[src/rtl/rsq_pkg.sv]
`default_nettype none
package rsq_pkg;

   // CPU clock
   localparam int CPU_PERIOD_NS = 8;

   // Pin-group release figures, in CPU periods (P) or memory periods (E)
   localparam int Z_MIN_P     = 2;
   localparam int Z_MAX_P     = 8;
   localparam int LOW_MAX_P   = 11;
   localparam int EXTERNAL_MEMORY_PORT_MIN_E  = 16;
   localparam int EXTERNAL_MEMORY_PORT_MAX_P  = 8;
   localparam int EXTERNAL_MEMORY_PORT_MAX_E  = 20;
   localparam int ECKI_MIN_E  = 2;

   // Chosen release points, counted from the internal release
   localparam int CNT_W       = 4;
   localparam int ECNT_W      = 5;
   localparam logic [CNT_W-1:0]  Z_ON_CNT    = CNT_W'(Z_MIN_P);
   localparam logic [CNT_W-1:0]  LOW_ON_CNT  = 4'h5;
   localparam logic [ECNT_W-1:0] EXTERNAL_MEMORY_PORT_ON_CNT = ECNT_W'(EXTERNAL_MEMORY_PORT_MIN_E);
   localparam logic [ECNT_W-1:0] ECKI_ON_CNT = ECNT_W'(ECKI_MIN_E);

   // Synchronised pin vector layout
   localparam int PIN_HWRST   = 0;
   localparam int PIN_HOST    = 1;
   localparam int PIN_EMU     = 2;
   localparam int PIN_PCIRST  = 3;
   localparam int PIN_PCIEN   = 4;
   localparam int PIN_SP2     = 5;
   localparam int PIN_HOLD    = 6;
   localparam int PIN_STRAP   = 7;
   localparam int STRAP_W     = 7;
   localparam int PIN_W       = PIN_STRAP + STRAP_W;

   // Register word indices (byte address = 4 x index)
   localparam logic [1:0] REG_CTRL    = 2'h0;
   localparam logic [1:0] REG_STATUS  = 2'h1;
   localparam logic [1:0] REG_BOOT    = 2'h2;
   localparam logic [1:0] REG_WARMCNT = 2'h3;

   localparam int CTRL_RESTART  = 0;

   localparam int ST_HWRST    = 0;
   localparam int ST_CORERST  = 1;
   localparam int ST_ZVALID   = 2;
   localparam int ST_LOWVALID = 3;
   localparam int ST_EMIFVAL  = 4;
   localparam int ST_ECKSYNC  = 5;
   localparam int ST_PCIREADY = 6;
   localparam int ST_HOLDHIGH = 7;
   localparam int ST_EELOW    = 8;

   localparam int WARMCNT_W   = 8;

   typedef enum logic [1:0] {SEQ_HOLD, SEQ_RAMP, SEQ_RUN} rsq_seq_t;
   typedef enum logic {PCI_HELD, PCI_READY} rsq_pci_t;

endpackage
`default_nettype wire

[src/rtl/rsq_sync.sv]
`timescale 1ns/1ns
`default_nettype none
module rsq_sync #(
   parameter int W = 1
) (
   input  wire logic         clk,
   input  wire logic         rstAsync_n,
   input  wire logic [W-1:0] din,
   output logic      [W-1:0] dout
);
   typedef struct packed {
      logic [W-1:0] stage1;
      logic [W-1:0] stage2;
   } rsq_sync_t;

   rsq_sync_t q;
   rsq_sync_t d;

   // First stage feeds only the second one
   always_comb begin
      d        = q;
      d.stage1 = din;
      d.stage2 = q.stage1;
   end

   always_ff @(posedge clk or negedge rstAsync_n) begin
      if (!rstAsync_n) begin
         q <= '0;
      end else begin
         q <= d;
      end
   end

   assign dout = q.stage2;
endmodule
`default_nettype wire

[src/rtl/rsq_reset_seq.sv]
// The Avalon-MM slave port and the address map are this design's own decisions.
`timescale 1ns/1ns
`default_nettype none
module rsq_reset_seq
   import rsq_pkg::*;
#(
   parameter int EDIV      = 4,
   parameter int WARM_HOLD = 16
) (
   input  wire logic               clk,
   input  wire logic               rst_n,
   input  wire logic               hwReset_n,
   input  wire logic               hostSoftRestart,
   input  wire logic               emuReset,
   input  wire logic               pciBusResetIn_n,
   input  wire logic               pciSelectStrap,
   input  wire logic               serialPort2SelectStrap,
   input  wire logic [3:0]         extMemAddressStrap,
   input  wire logic               byteOrderStrap,
   input  wire logic               pciEepromAutoinitStrap,
   input  wire logic               hostDataBit5Strap,
   input  wire logic               extBusHoldIn,
   input  wire logic [1:0]         avs_address,
   input  wire logic               avs_read,
   input  wire logic               avs_write,
   input  wire logic [31:0]        avs_writedata,
   input  wire logic [3:0]         avs_byteenable,
   output logic      [31:0]        avs_readdata,
   output logic                    avs_waitrequest,
   output logic                    coreReset_n,
   output logic                    pciReady,
   output logic                    zGroupOe,
   output logic                    lowGroupValid,
   output logic                    eepromSerialChipSelectOe,
   output logic                    eepromSerialClkOe,
   output logic                    eepromSerialDataOe,
   output logic                    emifZGroupOe,
   output logic                    extBusHoldAckValid,
   output logic                    extBusRequestValid,
   output logic                    extMemClockOut1,
   output logic                    extMemClockOut1Oe,
   output logic                    extMemClockSynced,
   output logic      [STRAP_W-1:0] bootConfig
);
   localparam int DIV_W  = (EDIV > 1) ? $clog2(EDIV) : 1;
   localparam int HOLD_W = $clog2(WARM_HOLD + 1);
   localparam int A_EXTERNAL_MEMORY_PORT_MIN = EXTERNAL_MEMORY_PORT_MIN_E * EDIV;
   localparam int A_EXTERNAL_MEMORY_PORT_MAX = EXTERNAL_MEMORY_PORT_MAX_P + EXTERNAL_MEMORY_PORT_MAX_E * EDIV;
   localparam int A_ECKI_MIN = ECKI_MIN_E * EDIV;
   localparam int REL_W  = $clog2(A_EXTERNAL_MEMORY_PORT_MAX + 1);
   localparam logic [DIV_W-1:0]  DIV_LAST  = DIV_W'(EDIV - 1);
   localparam logic [DIV_W-1:0]  DIV_HALF  = DIV_W'(EDIV / 2);
   localparam logic [HOLD_W-1:0] HOLD_LOAD = HOLD_W'(WARM_HOLD);
   localparam logic [REL_W-1:0]  REL_MAX   = REL_W'(A_EXTERNAL_MEMORY_PORT_MAX);

   typedef struct packed {
      rsq_seq_t               seq;
      logic [CNT_W-1:0]       cpuCnt;
      logic [ECNT_W-1:0]      eCnt;
      logic [DIV_W-1:0]       eDiv;
      logic                   eClk;
      logic [HOLD_W-1:0]      warmCnt;
      logic [STRAP_W-1:0]     straps;
      logic                   hwPrev;
      logic                   hostPrev;
      logic                   emuPrev;
      rsq_pci_t               pci;
      logic                   waitReq;
      logic [31:0]            rdata;
      logic [WARMCNT_W-1:0]   warmTotal;
      logic                   coreRstN;
      logic                   zOe;
      logic                   lowV;
      logic                   csOe;
      logic                   sclkOe;
      logic                   sdOe;
      logic                   emifOe;
      logic                   holdV;
      logic                   reqV;
      logic                   clkOut;
      logic                   clkOe;
      logic                   synced;
      logic [REL_W-1:0]       relCyc;
   } rsq_state_t;

   rsq_state_t       q;
   rsq_state_t       d;
   logic             sysRst_n;
   logic [PIN_W-1:0] pinRaw;
   logic [PIN_W-1:0] pinS;
   logic             hwS;
   logic             hwRise;
   logic             hostRise;
   logic             emuRise;
   logic             swRestart;
   logic             warmReq;
   logic             holdReq;
   logic             eTick;
   logic             eeLow;
   logic             relStart;
   logic             running;

   // Logic reset: asserted at once, released two edges later
   rsq_sync #(.W(1)) uRstSync (
      .clk        (clk),
      .rstAsync_n (rst_n),
      .din        (1'b1),
      .dout       (sysRst_n)
   );

   always_comb begin
      pinRaw = '0;
      pinRaw[PIN_HWRST]  = hwReset_n;
      pinRaw[PIN_HOST]   = hostSoftRestart;
      pinRaw[PIN_EMU]    = emuReset;
      pinRaw[PIN_PCIRST] = pciBusResetIn_n;
      pinRaw[PIN_PCIEN]  = pciSelectStrap;
      pinRaw[PIN_SP2]    = serialPort2SelectStrap;
      pinRaw[PIN_HOLD]   = extBusHoldIn;
      pinRaw[PIN_STRAP +: STRAP_W] = {extMemAddressStrap, byteOrderStrap,
                                      pciEepromAutoinitStrap,
                                      hostDataBit5Strap};
   end

   // All pins, hardware reset included, cross in before use
   rsq_sync #(.W(PIN_W)) uPinSync (
      .clk        (clk),
      .rstAsync_n (sysRst_n),
      .din        (pinRaw),
      .dout       (pinS)
   );

   always_comb begin
      d        = q;
      hwS      = pinS[PIN_HWRST];
      hwRise   = hwS & ~q.hwPrev;
      hostRise = pinS[PIN_HOST] & ~q.hostPrev;
      emuRise  = pinS[PIN_EMU] & ~q.emuPrev;
      d.hwPrev   = hwS;
      d.hostPrev = pinS[PIN_HOST];
      d.emuPrev  = pinS[PIN_EMU];
      eeLow    = pinS[PIN_PCIEN] & ~pinS[PIN_SP2];

      // Register bus: one idle-high waitrequest, low for one answer cycle
      swRestart = avs_write && !q.waitReq && (avs_address == REG_CTRL) &&
                  avs_byteenable[0] && avs_writedata[CTRL_RESTART];
      d.waitReq = 1'b1;
      if ((avs_read || avs_write) && q.waitReq) begin
         d.waitReq = 1'b0;
         if (avs_read) begin
            d.rdata = '0;
            unique case (avs_address)
               REG_CTRL: d.rdata = '0;
               REG_STATUS: begin
                  d.rdata[ST_HWRST]    = ~hwS;
                  d.rdata[ST_CORERST]  = ~q.coreRstN;
                  d.rdata[ST_ZVALID]   = q.zOe;
                  d.rdata[ST_LOWVALID] = q.lowV;
                  d.rdata[ST_EMIFVAL]  = q.emifOe;
                  d.rdata[ST_ECKSYNC]  = q.synced;
                  d.rdata[ST_PCIREADY] = (q.pci == PCI_READY);
                  d.rdata[ST_HOLDHIGH] = pinS[PIN_HOLD];
                  d.rdata[ST_EELOW]    = eeLow;
               end
               REG_BOOT:    d.rdata[STRAP_W-1:0]   = q.straps;
               REG_WARMCNT: d.rdata[WARMCNT_W-1:0] = q.warmTotal;
            endcase
         end
      end

      // PCI state: only its own bus reset touches it
      if (!pinS[PIN_PCIRST]) begin
         d.pci = PCI_HELD;
      end else if (q.pci == PCI_HELD) begin
         d.pci = PCI_READY;
      end

      // Host restart needs PCI up; emulation and software paths do not
      warmReq = (hostRise && pinS[PIN_PCIEN] && (q.pci == PCI_READY))
                || emuRise || swRestart;
      if (warmReq && (q.warmTotal != '1)) begin
         d.warmTotal = q.warmTotal + 1'b1;
      end
      if (warmReq) begin
         d.warmCnt = HOLD_LOAD;
      end else if (q.warmCnt != '0) begin
         d.warmCnt = q.warmCnt - 1'b1;
      end

      // Straps follow only the hardware reset edge, never a warm restart
      if (hwRise) begin
         d.straps = pinS[PIN_STRAP +: STRAP_W];
      end

      holdReq  = !hwS || warmReq || (q.warmCnt != '0);
      relStart = (q.seq == SEQ_RAMP) && (q.cpuCnt == '0);
      eTick    = (q.eDiv == DIV_LAST);

      // Memory clock restarts in phase with the release
      unique case (q.seq)
         SEQ_HOLD: begin
            d.seq    = SEQ_RAMP;
            d.cpuCnt = '0;
            d.eCnt   = '0;
            d.eDiv   = '0;
            d.relCyc = '0;
         end
         SEQ_RAMP, SEQ_RUN: begin
            d.eDiv = eTick ? '0 : q.eDiv + 1'b1;
            if (q.cpuCnt != '1) begin
               d.cpuCnt = q.cpuCnt + 1'b1;
            end
            if (eTick && (q.eCnt != '1)) begin
               d.eCnt = q.eCnt + 1'b1;
            end
            if (q.relCyc != REL_MAX) begin
               d.relCyc = q.relCyc + 1'b1;
            end
            if (q.eCnt >= EXTERNAL_MEMORY_PORT_ON_CNT) begin
               d.seq = SEQ_RUN;
            end
         end
      endcase
      if (holdReq) begin
         d.seq    = SEQ_HOLD;
         d.relCyc = '0;
      end
      d.eClk = (q.eDiv < DIV_HALF);

      running      = !holdReq && (q.seq != SEQ_HOLD);
      d.coreRstN   = !holdReq && (q.seq == SEQ_RUN);
      d.zOe        = running && (q.cpuCnt >= Z_ON_CNT);
      d.lowV       = running && (q.cpuCnt >= LOW_ON_CNT);
      // Serial clock and data share one enable since they share a group
      d.csOe       = eeLow ? d.lowV : d.zOe;
      d.sclkOe     = eeLow ? d.lowV : d.zOe;
      d.sdOe       = eeLow ? d.lowV : d.zOe;
      d.emifOe     = running && (q.eCnt >= EXTERNAL_MEMORY_PORT_ON_CNT);
      // Hold-ack timing is the same in either group, so one release point
      d.holdV      = d.emifOe;
      d.reqV       = d.emifOe;
      d.synced     = running && (q.eCnt >= ECKI_ON_CNT);
      d.clkOe      = d.emifOe;
      d.clkOut     = d.clkOe && q.eClk;
   end

   always_ff @(posedge clk or negedge sysRst_n) begin
      if (!sysRst_n) begin
         q         <= '0;
         q.seq     <= SEQ_HOLD;
         q.pci     <= PCI_HELD;
         q.waitReq <= 1'b1;
      end else begin
         q <= d;
      end
   end

   assign avs_readdata             = q.rdata;
   assign avs_waitrequest          = q.waitReq;
   assign coreReset_n              = q.coreRstN;
   assign pciReady                 = (q.pci == PCI_READY);
   assign zGroupOe                 = q.zOe;
   assign lowGroupValid            = q.lowV;
   assign eepromSerialChipSelectOe = q.csOe;
   assign eepromSerialClkOe        = q.sclkOe;
   assign eepromSerialDataOe       = q.sdOe;
   assign emifZGroupOe             = q.emifOe;
   assign extBusHoldAckValid       = q.holdV;
   assign extBusRequestValid       = q.reqV;
   assign extMemClockOut1          = q.clkOut;
   assign extMemClockOut1Oe        = q.clkOe;
   assign extMemClockSynced        = q.synced;
   assign bootConfig               = q.straps;
endmodule
`default_nettype wire

[config.mk]
export PLATFORM = sky130hd
export DESIGN_NAME = rsq_reset_seq
export DESIGN_NICKNAME = d
export VERILOG_FILES = /design/src/rtl/rsq_pkg.sv /design/src/rtl/rsq_sync.sv /design/src/rtl/rsq_reset_seq.sv
export SDC_FILE = /design/constraint.sdc
export NUM_CORES = 1
export LEC_CHECK = 0
export ABC_AREA = 1
export BUFFER_PORTS_ARGS = -buffer_cell sky130_fd_sc_hd__buf_4
export CAP_MARGIN = 20
export CORE_ASPECT_RATIO = 0.6
export CORE_MARGIN = 3
export CORE_UTILIZATION = 25
export DETAILED_ROUTE_END_ITERATION = 12
export GPL_TIMING_DRIVEN = 0
export PLACE_DENSITY_LB_ADDON = 0.2
export RECOVER_POWER = 100
export REMOVE_ABC_BUFFERS = 1
export SLEW_MARGIN = 20
export SYNTH_ARGS = -nofsm -noshare
export SYNTH_HDL_FRONTEND = slang
export SYNTH_SLANG_ARGS = --single-unit
[constraint.sdc]
create_clock -name clk -period 7.69 [get_ports clk]
set_input_delay 1.538 -clock clk [delete_from_list [all_inputs] [get_ports clk]]
set_output_delay 1.538 -clock clk [all_outputs]
set_load 0.05 [all_outputs]
==> results of run 1 <==
==> placed cells by master, fill, tap and decap left out, types with 2 or more instances in the layout <==
cell type	count
sky130_fd_sc_hd__nand3_4	2
sky130_fd_sc_hd__inv_1	39
sky130_fd_sc_hd__o211ai_1	5
sky130_fd_sc_hd__nor2_4	2
sky130_fd_sc_hd__buf_4	4
sky130_fd_sc_hd__clkbuf_1	33
sky130_fd_sc_hd__nand2_1	47
sky130_fd_sc_hd__a211oi_1	3
sky130_fd_sc_hd__nand4_1	2
sky130_fd_sc_hd__nand3_1	13
sky130_fd_sc_hd__clkinv_8	2
sky130_fd_sc_hd__clkbuf_16	9
sky130_fd_sc_hd__a31oi_1	2
sky130_fd_sc_hd__nand3_2	2
sky130_fd_sc_hd__inv_8	2
sky130_fd_sc_hd__conb_1	24
sky130_fd_sc_hd__mux2_2	14
sky130_fd_sc_hd__nor2_1	22
sky130_fd_sc_hd__a21oi_2	2
sky130_fd_sc_hd__o21ai_0	14
sky130_fd_sc_hd__a21oi_1	6
sky130_fd_sc_hd__dfrtp_1	84
sky130_fd_sc_hd__xor2_1	3
sky130_fd_sc_hd__clkbuf_4	15
sky130_fd_sc_hd__ha_1	13
sky130_fd_sc_hd__nor3_1	9
==> cell usage after synthesis <==
master	count	area, um^2
sky130_fd_sc_hd__a211oi_1	3	22.5
sky130_fd_sc_hd__a21oi_1	5	25.0
sky130_fd_sc_hd__a21oi_2	3	26.3
sky130_fd_sc_hd__a31o_2	1	8.76
sky130_fd_sc_hd__a31oi_1	2	12.5
sky130_fd_sc_hd__and3_1	1	6.26
sky130_fd_sc_hd__buf_4	44	330
sky130_fd_sc_hd__buf_6	1	11.3
sky130_fd_sc_hd__clkbuf_1	1	3.75
sky130_fd_sc_hd__conb_1	2	7.51
sky130_fd_sc_hd__dfrtp_1	84	2100
sky130_fd_sc_hd__dfstp_2	1	26.3
sky130_fd_sc_hd__ha_1	13	163
sky130_fd_sc_hd__inv_1	39	146
sky130_fd_sc_hd__inv_2	1	3.75
sky130_fd_sc_hd__mux2_2	14	158
sky130_fd_sc_hd__nand2_1	44	165
sky130_fd_sc_hd__nand2_2	2	12.5
sky130_fd_sc_hd__nand2_4	2	22.5
sky130_fd_sc_hd__nand3_1	13	65.1
sky130_fd_sc_hd__nand3_2	2	20.0
sky130_fd_sc_hd__nand3_4	2	35.0
sky130_fd_sc_hd__nand3b_1	1	7.51
sky130_fd_sc_hd__nand4_1	2	12.5
sky130_fd_sc_hd__nor2_1	19	71.3
sky130_fd_sc_hd__nor2_2	3	18.8
sky130_fd_sc_hd__nor2_4	3	33.8
sky130_fd_sc_hd__nor3_1	8	40.0
sky130_fd_sc_hd__nor3_2	1	10.0
sky130_fd_sc_hd__o211ai_1	5	37.5
sky130_fd_sc_hd__o21ai_0	10	50.1
sky130_fd_sc_hd__o21ai_1	3	15.0
sky130_fd_sc_hd__o21ai_2	1	8.76
sky130_fd_sc_hd__o221ai_1	1	8.76
sky130_fd_sc_hd__o31ai_1	1	7.51
sky130_fd_sc_hd__xnor2_1	1	8.76
sky130_fd_sc_hd__xor2_1	3	26.3
sky130_fd_sc_hd__xor2_2	1	16.3
==> final cells by class <==
type / count / area (um^2) / share of cell area [%]
inverters: 40 / 150 / 3.51
clock inverters: 7 / 103 / 2.40
repair buffers: 52 / 267 / 6.23
clock buffers: 9 / 225 / 5.27
flip-flops and latches: 85 / 2130 / 49.8
multi-input cells: 194 / 1160 / 27.2
well taps: 192 / 240 / 5.62
==> report_power, final <==
part	internal [mW]	switching, mW	total, mW
combinational	0.0705	0.177	0.248
clock	0.263	0.198	0.462
sequential	0.502	0.0510	0.553
==> routing by layer <==
metal  wire (um)  share of wire (%)
met5          13               0.17
met4         109                1.5
met3         523                7.0
met2        2870                 39
met1        3910                 53
==> state kept, by name, summed over array words and instances (netlist names), 7 cells and up <==
| name | count |
|---|---|
| uPinSync.d | 14 |
| avs_readdata | 9 |
| uPinSync.dout | 14 |
| bootConfig | 7 |
| q | 30 |
==> worst max path at each step <==
stage                                  from              end  slack (ps)  cells past startpoint
after global routing          uRstSync.dout      coreReset_n        3060                      1
after floorplan           extMemClockOut1Oe     emifZGroupOe        4660                      0
after global placement        uRstSync.dout    uPinSync.d[9]        4050                      0
after detailed placement     avs_address[0]            q[22]        4820                      7
after CTS                   avs_waitrequest  avs_waitrequest        5040                      1
final                         uRstSync.dout      coreReset_n        4050                      1
==> kinds of logic after synthesis <==
family | share of synthesized area [%]
other | 0.200
muxes | 4.21
buffers and inverters | 13.2
xor gates and xnor gates | 1.37
and+or+nand+nor | 13.9
adders and majority gates | 4.34
DFF | 56.8
AOI/OAI and AO/OA | 5.95
==> per-stage QoR <==
stage	total power, mW	util (%)	hold WS, ps
finish	1.26	30.2	349
global route	1.33	30.2	356
CTS	1.31	31.5	333
detailed placement	0.832	29.2	323
global placement	0.825	29.0	332
floorplan	0.751	-	331
==> impl_results.md, run 1 <==
- Final antenna-violating net count: 0
- Placed inst area: 4140 um^2
- Average vias per placed instance: 3.92
- R2r endpoint: coreReset_n
- NumNets Final: 451
- Synthesized netlist cell count: 343
- Worst min path class: flop to flop
- Hold endpoint: pciReady
- H-tree depth: 3
- Clock slew at the register clock pins of the worst setup and hold paths: 70 ps
- RSZ-0062 raised after global routing: no
- Buffers & Inverters on Critical Path: 1
- CTS-repair resized insts: 0
- Final WS setup: 4050 ps
- Routed via count: 2269
- Number of violations of the max-capacitance limit: 2
- Global-route wire length before repair: 12300 um
- Met1 usage in global routing: 14.0%
- Antenna violations before repair: 1
- Critical Path Sink Type: async pin
- Worst-margin pin slew: 2480 ps
- Met2 global-route usage: 12.9%
- Required time worst endpoint: 7610 ps
- Total routing resource utilization after global routing: 9.71%
- Core ar.: 14200 um^2
- Total routed wirelength: 7430 um
- Die Height: 101 um
- Highest clock frequency the design can meet: 275 MHz
- Number of warnings printed during yosys synthesis: 0
- Global route hottest layer: met1
- PortBufs: 51
- Mean post-synth cell area: 10.9 um^2
- Number of rows in the core area: 33
- Number of max-slew violations in the final report: 86
- Buffer cell driving the clock tree root: sky130_fd_sc_hd__clkbuf_16
- Diodes inserted: 0
- Final cell count without fillers: 579
- Clock latency on the worst-skew pair: 340 ps
- Placement Setup Slack: 4820 ps
- Final setup violation count: 0
- Worst hold path depth: 0
- CTS max path bufs: 2
- R2R Path Start: uRstSync.dout
- Slowest cell delay on critical path: 1840 ps
- Post-Synthesis Cell Area: 3750 um^2
- CTS Buf Count: 9
- Clk sinks: 85
- Peak VDD IR: 149 uV
- Register-to-register setup slack: 4050 ps
- Final Hold Violating Endpoints: 0
- Static leakage: 1.97 nW
- Fillers: 1486
- Setup TNS: 0 ps
- Crit-path max FO: 47
- Kind of launch point of the worst setup path: flop
- Category of cells accounting for the largest share of critical-path delay: buffers and inverters
- Violated checks: capacitance limit, slew limit
- Register area share after synthesis: 56.8%
- Via count of the first global-routing pass: 2373
- Outcome: complete, but fails checks
- Arrival time worst endpoint: 3560 ps
- Number of buffers inserted for hold repair after clock tree synthesis: 0
- Horizontal extent of the die: 164 um
- Area enclosed by the die boundary: 16500 um^2
- Clock Skew: 6.66 ps
- Effective utilization at floorplan: 26.5%
- Count of different cell masters after synthesis: 38
- Pre-Repair DR Iteration Count: 4
- Post-route clock period utilization: 47.3%
- Number of cells after detailed placement: 563
- Routed wire per std cell: 12.8 um
- Met3 layer usage reported by global route: 4.35%
- Final standard cell area without fillers: 4280 um^2
- Crit-path slowest cell: sky130_fd_sc_hd__clkbuf_1
- Leftover overflow at the end of global routing: 0
- Chain of cells forming the critical path: clkbuf_1
- Power per standard cell area: 295 nW/um^2
- Count of cells along the worst register-to-register path: 1
- Pin count of the biggest net entering global routing: 48
- Layout cells sized above 1: 16.3%
- DRC violations left: 0
- Max_slew headroom: -65.5%
- Startpoint of the tightest hold check path: uPinSync.dout[3]
- I/O pins: 109
- Crit path kind: flop to async pin
- # Post-CTS Setup Buffers: 0
- Detailed placer's ending HPWL: 5570 um
- TritonCTS clock tree: built
- Syn-to-layout area delta: 14.1%
- FF+latch count, synth: 85
- Final GP Congestion: 0.763
- Detailed router's first-iteration violation count: 81
- Minimum period implied by the final worst setup slack: 3640 ps
Power figures use the tool's default switching activity.
==> run 2, diff against run 1 <==
Clock period 7.69 ns to 3.56 ns, I/O delays scaled along.
==> impl_results.md, run 2 (same netlist as run 1, synthesis figures left out) <==
- Syn-to-layout area delta: 14.8% (was 14.1%)
- Core ar.: 14200 um^2 (unchanged)
- Static leakage: 1.99 nW (was 1.97 nW)
- Fillers: 1482 (was 1486)
- Number of max-slew violations in the final report: 37 (was 86)
- Number of violations of the max-capacitance limit: 1 (was 2)
- Diodes inserted: 0 (unchanged)
- Total routing resource utilization after global routing: 9.71% (unchanged)
- Violated checks: capacitance limit, slew limit (unchanged)
- Detailed router's first-iteration violation count: 83 (was 81)
- CTS-repair resized insts: 0 (unchanged)
- Top library cells by usage in the layout, fill and taps aside: 84 x sky130_fd_sc_hd__dfrtp_1, 47 x sky130_fd_sc_hd__nand2_1, 39 x sky130_fd_sc_hd__inv_1 (unchanged)
- Outcome: complete, but fails checks (unchanged)
- Critical Path Sink Type: output port (was async pin)
- DRC violations left: 0 (unchanged)
- Buffer cell driving the clock tree root: sky130_fd_sc_hd__clkbuf_16 (unchanged)
- CTS max path bufs: 2 (unchanged)
- Peak VDD IR: 322 uV (was 149 uV)
- Clk sinks: 85 (unchanged)
- Die Height: 101 um (unchanged)
- H-tree depth: 3 (unchanged)
- Met1 Routed Length: 3910 um (about the same)
- Area enclosed by the die boundary: 16500 um^2 (unchanged)
- # Post-CTS Setup Buffers: 0 (unchanged)
- NumNets Final: 451 (unchanged)
- Power per standard cell area: 635 nW/um^2 (was 295 nW/um^2)
- Setup TNS: 0 ps (unchanged)
- Number of flip-flops in the largest register: 30 (unchanged)
- Routed wire per std cell: 12.9 um (was 12.8 um)
- Average vias per placed instance: 3.93 (was 3.92)
- Chain of cells forming the critical path: clkbuf_1 (unchanged)
- Total routed wirelength: 7450 um (was 7430 um)
- Number of buffers inserted for hold repair after clock tree synthesis: 0 (unchanged)
- TritonCTS clock tree: built (unchanged)
- Via count of the first global-routing pass: 2373 (unchanged)
- Kind of launch point of the worst setup path: flop (unchanged)
- Horizontal extent of the die: 164 um (unchanged)
- Crit-path max FO: 3 (was 47)
- Max_slew headroom: -7.40% (was -65.5%)
- Routed met2 length: 2880 um (was 2870 um)
- Buffers & Inverters on Critical Path: 1 (unchanged)
- Clock Skew: 6.64 ps (was 6.66 ps)
- Pre-Repair DR Iteration Count: 4 (unchanged)
- Detailed placer's ending HPWL: 5570 um (unchanged)
- PortBufs: 51 (unchanged)
- Final GP Congestion: 0.763 (unchanged)
- Effective utilization at floorplan: 26.5% (unchanged)
- Pin count of the biggest net entering global routing: 48 (unchanged)
- Worst-margin pin slew: 1610 ps (was 2480 ps)
- Arrival time worst endpoint: 1380 ps (was 3560 ps)
- RSZ-0062 raised after global routing: no (unchanged)
- Antenna violations before repair: 1 (unchanged)
- Final setup violation count: 0 (unchanged)
- Reg with most FFs: q (unchanged)
- Category of cells accounting for the largest share of critical-path delay: flip-flops (was buffers and inverters)
- Clock latency on the worst-skew pair: 340 ps (about the same)
- Clock slew at the register clock pins of the worst setup and hold paths: 70 ps (about the same)
- Crit path kind: flop to output port (was flop to async pin)
- Required time worst endpoint: 2850 ps (was 7610 ps)
- Post-route clock period utilization: 58.7%
- I/O pins: 109 (unchanged)
- Final antenna-violating net count: 0 (unchanged)
- Hold slack: 144 ps (was 349 ps)
- CTS Buf Count: 9 (unchanged)
- Highest clock frequency the design can meet: 479 MHz
- Uppermost layer routed: met5 (unchanged)
- Final Hold Violating Endpoints: 0 (unchanged)
- Sum of met3 wire segment lengths after detailed routing: 529 um (was 523 um)
- Minimum period implied by the final worst setup slack: 2090 ps
- Commonest non-fill, non-tap cell in the layout: sky130_fd_sc_hd__dfrtp_1 (unchanged)
- Crit-path slowest cell: sky130_fd_sc_hd__dfstp_1 (was sky130_fd_sc_hd__clkbuf_1)
- Combined area of the multi-input logic cells: 1160 um^2 (unchanged)
- Slowest cell delay on critical path: 550 ps (was 1840 ps)
- Routed via count: 2278 (was 2269)
- Leftover overflow at the end of global routing: 0 (unchanged)
- Layout cells sized above 1: 16.3% (unchanged)
- Number of rows in the core area: 33 (unchanged)
- Worst min path class: input pin to async pin (was flop to flop)
- Global-route wire length before repair: 12300 um (unchanged)
- Sequential cell area: 2130 um^2 (unchanged)
## run 2: changes by cell type in the layout (fill, tap and decap cells not counted), sizes merged
cell / before / now
buf: 4 / 6
clkbuf: 57 / 55
## run 2: cell type report
type / instances / share of cell area, %
Clock buffer: 9 / 5.24
Multi-Input combinational cell: 194 / 27.0
Tap cell: 192 / 5.59
Timing Repair Buffer: 52 / 6.75
Inverter: 40 / 3.49
Sequential cell: 85 / 49.5
Clock inverter: 7 / 2.39
## run 2: path summary, 6_finish.rpt
check / end / slack, ps / depth (start not counted) / start
worst max-delay path: avs_waitrequest / 1470 / 1 / avs_waitrequest
max in group asynchronous: avs_readdata[5] / 1930 / 0 / uRstSync.dout
worst min register to register: pciReady / 350 / 0 / uPinSync.dout[3]
worst min-delay path: uRstSync.dout / 140 / 1 / rst_n
min in group clk: pciReady / 350 / 0 / uPinSync.dout[3]
worst max register to register: avs_readdata[3] / 1580 / 3 / avs_waitrequest
## run 2: through the flow
stage / cell area, um^2 / setup WS [ps] / utilization [%] / std cells / total power, mW
2_1_floorplan: 3480 / 1020 / - / 319 / 1.62
6_report: 4300 / 1470 / 30.4 / 579 / 2.73
3_3_place_gp: 4110 / -84.5 / 29.0 / 562 / 1.78
3_5_place_dp: 4140 / 1520 / 29.2 / 563 / 1.80
4_1_cts: 4470 / 1730 / 31.5 / 579 / 2.82
5_1_grt: 4300 / 1300 / 30.4 / 579 / 2.88
## run 2: layer usage
| layer | track usage (%) | vias to the layer above |
|---|---|---|
| met2 | 12.9 | 66 |
| met3 | 4.35 | 13 |
| met4 | 2.92 | 2 |
| met5 | 0 | - |
| li1 | - | 1118 |
| met1 | 14.0 | 1079 |
## run 2: power breakdown
group	switching, mW	leakage (nW)	internal [mW]
clock network	0.428	0.160	0.569
registers	0.111	1.05	1.08
logic	0.384	0.781	0.155
